--- src/inc/afhc_pkg.sv ---
package afhc_pkg;

    // ----------------------------------------
    // Clock and timing
    // ----------------------------------------
    localparam int CLK_PERIOD_PS = 5000;
    localparam int SYNC_STAGES = 2;
    localparam int PUSH_PULSE_NS = 15;
    localparam int ACCESS_DELAY_NS = 15;
    localparam int CLEAR_PULSE_NS = 15;
    localparam int REPLAY_PULSE_NS = 15;
    localparam int RECOVERY_NS = 10;
    localparam int FLAG_SETTLE_NS = 30;

    // Least time in ns to whole cycles, rounded up, never below one
    function automatic int cyc_min(input int ns);
        int c;
        c = (ns * 1000 + CLK_PERIOD_PS - 1) / CLK_PERIOD_PS;
        return (c < 1) ? 1 : c;
    endfunction : cyc_min

    function automatic int max2(input int a, input int b);
        return (a > b) ? a : b;
    endfunction : max2

    localparam logic [7:0] PUSH_LOW_CYC = 8'(cyc_min(PUSH_PULSE_NS));
    // Read strobe held through access time plus the synchroniser delay
    localparam logic [7:0] POP_LOW_CYC = 8'(cyc_min(ACCESS_DELAY_NS) + SYNC_STAGES);
    localparam logic [7:0] CLEAR_LOW_CYC = 8'(cyc_min(CLEAR_PULSE_NS));
    localparam logic [7:0] REPLAY_LOW_CYC = 8'(cyc_min(REPLAY_PULSE_NS));
    // Recovery also waits until the flags have settled and crossed over
    localparam logic [7:0] SETTLE_CYC =
        8'(max2(cyc_min(RECOVERY_NS), cyc_min(FLAG_SETTLE_NS) + SYNC_STAGES));

    // ----------------------------------------
    // Register map
    // ----------------------------------------
    localparam logic [11:0] REG_CTRL = 12'h000;
    localparam logic [11:0] REG_CMD = 12'h004;
    localparam logic [11:0] REG_STATUS = 12'h008;
    localparam logic [11:0] REG_RDATA = 12'h00C;

    localparam int CTRL_DEPTH_BIT = 0;
    localparam int CTRL_FIRST_BIT = 1;
    localparam int CMD_PUSH_BIT = 0;
    localparam int CMD_POP_BIT = 1;
    localparam int CMD_CLEAR_BIT = 2;
    localparam int CMD_REPLAY_BIT = 3;
    localparam int CMD_DATA_LSB = 8;
    localparam int ST_BUSY_BIT = 0;
    localparam int ST_EMPTY_BIT = 1;
    localparam int ST_FULL_BIT = 2;
    localparam int ST_HALF_BIT = 3;
    localparam int ST_VALID_BIT = 4;
    localparam int ST_BLOCKED_BIT = 5;

    typedef enum logic [3:0] {
        ST_IDLE, ST_PUSH_LOW, ST_POP_LOW, ST_CLEAR_LOW, ST_REPLAY_LOW, ST_RECOVER
    } afhc_state_t;

endpackage : afhc_pkg

--- src/inc/afhc_sync_if.sv ---
`timescale 1ns/10ps
interface afhc_sync_if #(
    parameter int NDEV = 1,
    parameter int DATA_W = 9
);
    logic [NDEV-1:0] empty_raw;
    logic [NDEV-1:0] full_raw;
    logic half_raw;
    logic [DATA_W-1:0] data_raw;
    logic [NDEV-1:0] empty_sync;
    logic [NDEV-1:0] full_sync;
    logic half_sync;
    logic [DATA_W-1:0] data_sync;

    modport sync_side (
        input empty_raw, full_raw, half_raw, data_raw,
        output empty_sync, full_sync, half_sync, data_sync
    );
    modport user_side (
        input empty_sync, full_sync, half_sync, data_sync
    );
endinterface : afhc_sync_if

--- src/rtl/afhc_ctrl.sv ---
// The APB slave port and the register offsets were chosen for this implementation.
`timescale 1ns/10ps
// How it works
// - Width expansion: inputs common, outputs never tied
// - Tie first device head low, others high
// - Chain each device output to next input; chain_in_n is instead driven from depth_reg, high in depth mode
// - Composite flag asserts only when all assert
// - Watch full before writing, empty before reading
// - Toggle write strobe only while not full
// - Clear the device before any write
module afhc_ctrl
    import afhc_pkg::*;
#(
    parameter int NDEV = 1,
    parameter int DATA_W = 9
) (
    // Clock and reset
    input wire logic pclk,
    input wire logic presetn,
    // APB slave
    input wire logic [11:0] paddr,
    input wire logic psel,
    input wire logic penable,
    input wire logic pwrite,
    input wire logic [31:0] pwdata,
    output logic [31:0] prdata,
    output logic pready,
    output logic pslverr,
    // Pins driven into the buffer
    output logic [DATA_W-1:0] push_data,
    output logic push_strobe_n,
    output logic pop_strobe_n,
    output logic clear_n,
    output logic head_or_replay_n,
    output logic chain_in_n,
    // Pins sampled from the buffer
    input wire logic [DATA_W-1:0] data_out,
    input wire logic [NDEV-1:0] empty_flag_n,
    input wire logic [NDEV-1:0] full_flag_n,
    input wire logic chain_out_half_pin
);
    afhc_state_t state_reg;
    logic [7:0] cnt_reg;
    logic depth_reg, first_reg, valid_reg, blocked_reg, err_reg;
    logic [DATA_W-1:0] rdata_reg;
    logic busy, empty_seen, full_seen, half_seen, bus_done, cmd_go, mapped;

    afhc_sync_if #(.NDEV(NDEV), .DATA_W(DATA_W)) sif ();

    assign sif.empty_raw = empty_flag_n;
    assign sif.full_raw = full_flag_n;
    assign sif.half_raw = chain_out_half_pin;
    assign sif.data_raw = data_out;

    afhc_pin_sync #(.NDEV(NDEV), .DATA_W(DATA_W)) u_sync (
        .pclk(pclk),
        .presetn(presetn),
        .sif(sif.sync_side)
    );

    // ----------------------------------------
    // Flag view
    // ----------------------------------------
    // common strobes, flags apart
    assign empty_seen = &(~sif.empty_sync);
    assign full_seen = &(~sif.full_sync);
    assign half_seen = ~sif.half_sync & ~depth_reg;
    assign busy = (state_reg != ST_IDLE);

    // ----------------------------------------
    // APB slave, no wait states; pready is set from the setup phase
    // ----------------------------------------
    assign mapped = (paddr == REG_CTRL) || (paddr == REG_CMD) ||
                    (paddr == REG_STATUS) || (paddr == REG_RDATA);
    assign bus_done = psel & penable & pready;
    assign cmd_go = bus_done & pwrite & ~err_reg & (paddr == REG_CMD);

    always_ff @(posedge pclk or negedge presetn) begin
        if (!presetn) begin
            pready <= 1'b0;
            pslverr <= 1'b0;
            err_reg <= 1'b0;
            prdata <= 32'h0000_0000;
        end else begin
            pready <= psel & ~penable & ~pready;
            if (psel && !penable) begin
                // Orders arriving while a strobe cycle runs are refused
                err_reg <= ~mapped | (pwrite & busy & (paddr == REG_CMD));
                pslverr <= ~mapped | (pwrite & busy & (paddr == REG_CMD));
                prdata <= 32'h0000_0000;
                if (!pwrite) begin
                    case (paddr)
                        REG_CTRL: begin
                            prdata[CTRL_DEPTH_BIT] <= depth_reg;
                            prdata[CTRL_FIRST_BIT] <= first_reg;
                        end
                        REG_STATUS: begin
                            prdata[ST_BUSY_BIT] <= busy;
                            prdata[ST_EMPTY_BIT] <= empty_seen;
                            prdata[ST_FULL_BIT] <= full_seen;
                            prdata[ST_HALF_BIT] <= half_seen;
                            prdata[ST_VALID_BIT] <= valid_reg;
                            prdata[ST_BLOCKED_BIT] <= blocked_reg;
                        end
                        REG_RDATA: prdata[DATA_W-1:0] <= rdata_reg;
                        default: prdata <= 32'h0000_0000;
                    endcase
                end
            end else begin
                pslverr <= 1'b0;
            end
        end
    end

    always_ff @(posedge pclk or negedge presetn) begin
        if (!presetn) begin
            depth_reg <= 1'b0;
            first_reg <= 1'b0;
        end else if (bus_done && pwrite && !err_reg && paddr == REG_CTRL) begin
            depth_reg <= pwdata[CTRL_DEPTH_BIT];
            first_reg <= pwdata[CTRL_FIRST_BIT];
        end
    end

    // ----------------------------------------
    // Strobe sequencer
    // ----------------------------------------
    // clear runs from reset
    always_ff @(posedge pclk or negedge presetn) begin
        if (!presetn) begin
            state_reg <= ST_CLEAR_LOW;
            cnt_reg <= CLEAR_LOW_CYC - 8'h01;
            clear_n <= 1'b0;
            push_strobe_n <= 1'b1;
            pop_strobe_n <= 1'b1;
            head_or_replay_n <= 1'b1;
            chain_in_n <= 1'b0;
            push_data <= '0;
            rdata_reg <= '0;
            valid_reg <= 1'b0;
            blocked_reg <= 1'b0;
        end else begin
            chain_in_n <= depth_reg;
            case (state_reg)
                ST_IDLE: begin
                    head_or_replay_n <= depth_reg ? ~first_reg : 1'b1;
                    if (cmd_go) begin
                        blocked_reg <= 1'b0;
                        if (pwdata[CMD_CLEAR_BIT]) begin
                            clear_n <= 1'b0;
                            cnt_reg <= CLEAR_LOW_CYC - 8'h01;
                            state_reg <= ST_CLEAR_LOW;
                        end else if (pwdata[CMD_REPLAY_BIT]) begin
                            if (depth_reg) begin
                                blocked_reg <= 1'b1;
                            end else begin
                                head_or_replay_n <= 1'b0;
                                cnt_reg <= REPLAY_LOW_CYC - 8'h01;
                                state_reg <= ST_REPLAY_LOW;
                            end
                        end else if (pwdata[CMD_PUSH_BIT]) begin
                            if (full_seen) begin
                                blocked_reg <= 1'b1;
                            end else begin
                                push_strobe_n <= 1'b0;
                                push_data <= pwdata[CMD_DATA_LSB +: DATA_W];
                                cnt_reg <= PUSH_LOW_CYC - 8'h01;
                                state_reg <= ST_PUSH_LOW;
                            end
                        end else if (pwdata[CMD_POP_BIT]) begin
                            if (empty_seen) begin
                                blocked_reg <= 1'b1;
                            end else begin
                                pop_strobe_n <= 1'b0;
                                valid_reg <= 1'b0;
                                cnt_reg <= POP_LOW_CYC - 8'h01;
                                state_reg <= ST_POP_LOW;
                            end
                        end
                    end
                end
                ST_PUSH_LOW, ST_POP_LOW, ST_CLEAR_LOW, ST_REPLAY_LOW: begin
                    if (cnt_reg == 8'h00) begin
                        if (state_reg == ST_POP_LOW) begin
                            rdata_reg <= sif.data_sync;
                            valid_reg <= 1'b1;
                        end
                        push_strobe_n <= 1'b1;
                        pop_strobe_n <= 1'b1;
                        clear_n <= 1'b1;
                        head_or_replay_n <= depth_reg ? ~first_reg : 1'b1;
                        cnt_reg <= SETTLE_CYC - 8'h01;
                        state_reg <= ST_RECOVER;
                    end else begin
                        cnt_reg <= cnt_reg - 8'h01;
                    end
                end
                ST_RECOVER: begin
                    if (cnt_reg == 8'h00) begin
                        state_reg <= ST_IDLE;
                    end else begin
                        cnt_reg <= cnt_reg - 8'h01;
                    end
                end
                default: state_reg <= ST_IDLE;
            endcase
        end
    end
endmodule : afhc_ctrl

--- src/rtl/afhc_pin_sync.sv ---
`timescale 1ns/10ps
module afhc_pin_sync
    import afhc_pkg::*;
#(
    parameter int NDEV = 1,
    parameter int DATA_W = 9
) (
    // Clock and reset
    input wire logic pclk,
    input wire logic presetn,
    // Pins in, synchronised copies out
    afhc_sync_if.sync_side sif
);
    localparam int W = 2 * NDEV + 1 + DATA_W;

    logic [W-1:0] meta_reg;
    logic [W-1:0] stable_reg;

    // ----------------------------------------
    // Two stages; only the second is ever read
    // ----------------------------------------
    always_ff @(posedge pclk or negedge presetn) begin
        if (!presetn) begin
            meta_reg <= '1;
            stable_reg <= '1;
        end else begin
            meta_reg <= {sif.empty_raw, sif.full_raw, sif.half_raw, sif.data_raw};
            stable_reg <= meta_reg;
        end
    end

    assign {sif.empty_sync, sif.full_sync, sif.half_sync, sif.data_sync} = stable_reg;

endmodule : afhc_pin_sync

--- config.mk ---
export PLATFORM = sky130hd
export DESIGN_NAME = afhc_ctrl
export DESIGN_NICKNAME = d
export VERILOG_FILES = /design/src/inc/afhc_pkg.sv /design/src/inc/afhc_sync_if.sv /design/src/rtl/afhc_ctrl.sv /design/src/rtl/afhc_pin_sync.sv
export SDC_FILE = /design/constraint.sdc
export NUM_CORES = 1
export LEC_CHECK = 0
export ABC_AREA = 1
export BUFFER_PORTS_ARGS = -buffer_cell sky130_fd_sc_hd__clkbuf_2
export CELL_PAD_IN_SITES_DETAIL_PLACEMENT = 0
export CELL_PAD_IN_SITES_GLOBAL_PLACEMENT = 1
export CORE_ASPECT_RATIO = 0.8
export CORE_UTILIZATION = 37
export DETAILED_ROUTE_END_ITERATION = 8
export GPL_ROUTABILITY_DRIVEN = 1
export HOLD_SLACK_MARGIN = 0.15
export PLACE_DENSITY = 0.91
export SLEW_MARGIN = 10
export SYNTH_ARGS = -nofsm -noshare
export SYNTH_HDL_FRONTEND = slang
export SYNTH_SLANG_ARGS = --single-unit
--- constraint.sdc ---
create_clock -name pclk -period 1.8 [get_ports pclk]
set_clock_uncertainty 0.05 [all_clocks]
set_input_delay 0.27 -clock pclk [delete_from_list [all_inputs] [get_ports pclk]]
set_output_delay 0.27 -clock pclk [all_outputs]
set_load 0.005 [all_outputs]
==> results.sh <==
export IMPL_reg2regPathDepth=8
export IMPL_grt_setup_unrepaired="yes"
export IMPL_tritoncts="yes"
export IMPL_initial_core_util_pct=38.4
export IMPL_final_period_utilization_pct=93.8
export IMPL_max_vdd_ir_drop_mv=0.591
export IMPL_worst_ep_arrival_time_ns=1.85
export IMPL_cts_path_max_buffers=2
export IMPL_drtIter0Drc=209
export IMPL_firstDrtPassIters=7
export IMPL_yosysWarnings=0
export IMPL_vias_per_cell=4.65
export IMPL_setup_viol_count_final=0
export IMPL_timing_critical_path_to_type="register"
export IMPL_synthesis_area_per_instance_um2=8.73
export IMPL_drv_slew=0
export IMPL_min_from="penable"
export IMPL_finalCoreUtilization_pct=49.6
export IMPL_clk_pin_slew_ns=0.06
export IMPL_worstSetupStartpointType="register"
export IMPL_grt_pass1_wl_mm=12.9
export IMPL_vias_in_the_first_global_route=2842
export IMPL_power_leakage_uw=0.00233
export IMPL_port_buffers=66
export IMPL_register_bit_total_from_synthesis=74
export IMPL_insertedDiodeCount=0
export IMPL_violated_checks="DRC"
export IMPL_timing_final_crit_period_ns=1.69
export IMPL_min_delay_path_depth=4
export IMPL_avgRoutedWirePerCell_um=12.1
export IMPL_clock_tree_htree_level_count=3
export IMPL_drcViolationCount=15
export IMPL_clkLatencyLatePin_ns=0.33
export IMPL_num_vias=2925
export IMPL_ctsRootBufferMaster="sky130_fd_sc_hd__clkbuf_16"
export IMPL_synth_area_um2=3520
export IMPL_met3_usage_pct=4.07
export IMPL_gr_usage_all_layers_pct=16.8
export IMPL_chipWidth_um=111
export IMPL_detailedPlacementHpwl_mm=5.48
export IMPL_cts_sink_count=74
export IMPL_std_cell_rows=31
export IMPL_critical_path_class="reg2reg"
export IMPL_synth_cells=403
export IMPL_synth_cell_type_count=36
export IMPL_grt_util_met1_pct=20.3
export IMPL_finalWirelength_mm=7.59
export IMPL_outcome="finished with violations"
export IMPL_routabilityCongestion=0.837
export IMPL_gr_max_usage_layer="met2"
export IMPL_hold_path_class="in2reg"
export IMPL_final_net_count=572
export IMPL_rr_startpoint="cnt_reg[0]$_DFFE_PN0P_"
export IMPL_highest_clock_rate_mhz=592
export IMPL_preCtsSetupSlack_ns=-0.00764
export IMPL_global_route_overflow_total=0
export IMPL_antenna_violating_nets_post_route=0
export IMPL_layout_filler_cells=847
export IMPL_pwr_density_cell_nw_per_um2=1350
export IMPL_cts_buffers=9
export IMPL_timing_critical_path_required_ns=1.96
export IMPL_crit_fanout=18
export IMPL_die_area_um2=9910
export IMPL_gr_usage_met2_pct=29.8
export IMPL_critPathLaunch="cnt_reg[0]$_DFFE_PN0P_"
export IMPL_grt_antenna_before_repair=0
export IMPL_timing_final_hold_violations=0
export IMPL_synth_yosys_seq_area_share_pct=53.7
export IMPL_core_region_area_um2=9150
export IMPL_top_level_ports=109
export IMPL_drive_above_1_share_pct=30.2
export IMPL_grt_max_degree=36
export IMPL_finalWorstSetupSlack_ns=0.111
export IMPL_die_height_um=89.2
export IMPL_max_cap_violations=0
export IMPL_area_growth_syn_to_layout_pct=28.9
==> layout make-up <==
class                      count  area, um^2  share of cell area [%]
multi-input combinational    283        1370                    30.1
sequential                    74        1890                    41.6
clock inverter                 6        52.6                    1.16
tap                          115         144                    3.17
clock buffer                  10         250                    5.52
timing repair buffer         102         684                    15.1
inverter                      39         149                    3.28
==> stage by stage <==
step                      hold slack [ns]  TNS [ns]  power [uW]  instances  cell area (um^2)
final                               0.191         0        6120        629              4540
after CTS                           0.181         0        6110        629              4510
after global placement              0.207         0        4180        591              3990
after floorplan                   -0.0756         0        3650        425              3600
after detailed placement            0.211  -0.00764        4250        591              3990
after global routing                0.239   -0.0236        6560        629              4540
==> final timing paths <==
kind	end	slack, ns
max reg2reg	rdata_reg[0]$_DFFE_PN0P_	0.11
min in group asynchronous	push_data[0]$_DFFE_PN0P_	0.39
min	pslverr$_DFF_PN0_	0.19
min reg2reg	u_sync.stable_reg[11]$_DFF_PN1_	0.30
max	rdata_reg[0]$_DFFE_PN0P_	0.11
max in group asynchronous	head_or_replay_n$_DFFE_PN1P_	0.71
==> what timing repair did <==
action	4_1_cts	5_1_grt
resized for setup	1	7
endpoints found under the hold margin	30	0
setup endpoints to repair	2	16
buffers inserted	0	0
hold buffers	22	0
pin swaps	0	1
==> worst max-delay path, stage by stage, from the launching register on <==
cell and delay [ns]:
sky130_fd_sc_hd__dfrtp_1 0.39, sky130_fd_sc_hd__inv_1 0.10, sky130_fd_sc_hd__ha_1 0.15, sky130_fd_sc_hd__nand2_1 0.08, sky130_fd_sc_hd__nor2_4 0.13, sky130_fd_sc_hd__buf_4 0.17
sky130_fd_sc_hd__nand4_4 0.22, sky130_fd_sc_hd__nor2_1 0.20, sky130_fd_sc_hd__a21oi_1 0.06
==> cell usage after synthesis (all sizes together) <==
master / n / share of area (%)
a21boi: 1 / 0.21
a21oi: 12 / 1.7
a31oi: 1 / 0.18
and3: 1 / 0.18
buf: 26 / 5.8
clkbuf: 3 / 0.36
conb: 1 / 0.11
dfrtp: 44 / 31
dfstp: 30 / 22
ha: 2 / 0.71
inv: 39 / 4.2
nand2: 125 / 14
nand3: 26 / 4.6
nand4: 8 / 2.0
nor2: 35 / 4.5
nor3: 3 / 0.43
o211ai: 4 / 0.85
o21ai: 31 / 4.7
o21bai: 1 / 0.21
o22ai: 5 / 0.89
o31ai: 1 / 0.21
or2: 1 / 0.18
xnor2: 1 / 0.25
xor2: 2 / 0.50
==> kinds of logic after synthesis <==
logic type                 Yosys count  synth area share, %
buffers and inverters               68                 10.3
and+or+nand+nor                    199                 25.5
AOI/OAI and AO/OA                   56                 8.99
adders and majority gates            2                0.711
xor gates and xnor gates             3                0.747
other                                1                0.107
DFF                                 74                 53.7
==> where the power goes <==
| group | total (uW) | switching [uW] | internal, uW |
|---|---|---|---|
| logic | 2160 | 1330 | 835 |
| clock network | 1790 | 739 | 1050 |
| registers | 2170 | 178 | 1990 |
==> layer usage <==
metal / share of wire (%) / vias to the layer above
met5: 0 / -
li1: - / 1465
met1: 45 / 1331
met4: 1.7 / 0
met2: 48 / 112
met3: 5.0 / 17
==> layout by cell type, fill, tap and decap left out, types with 3 or more instances in the layout <==
cell type and instances:
sky130_fd_sc_hd__a21oi_1 12, sky130_fd_sc_hd__buf_4 11, sky130_fd_sc_hd__clkbuf_16 10, sky130_fd_sc_hd__clkbuf_2 65, sky130_fd_sc_hd__conb_1 23, sky130_fd_sc_hd__dfrtp_1 44
sky130_fd_sc_hd__dfstp_2 30, sky130_fd_sc_hd__dlygate4sd3_1 22, sky130_fd_sc_hd__inv_1 32, sky130_fd_sc_hd__inv_2 6, sky130_fd_sc_hd__inv_6 4, sky130_fd_sc_hd__nand2_1 122
sky130_fd_sc_hd__nand2_2 3, sky130_fd_sc_hd__nand3_1 21, sky130_fd_sc_hd__nand3_2 3, sky130_fd_sc_hd__nand4_1 6, sky130_fd_sc_hd__nor2_1 28, sky130_fd_sc_hd__nor2_2 4
sky130_fd_sc_hd__nor2_4 3, sky130_fd_sc_hd__nor3_1 3, sky130_fd_sc_hd__o211ai_1 4, sky130_fd_sc_hd__o21ai_0 23, sky130_fd_sc_hd__o21ai_1 5, sky130_fd_sc_hd__o21ai_2 3
sky130_fd_sc_hd__o22ai_1 5
Power figures use the tool's default switching activity.
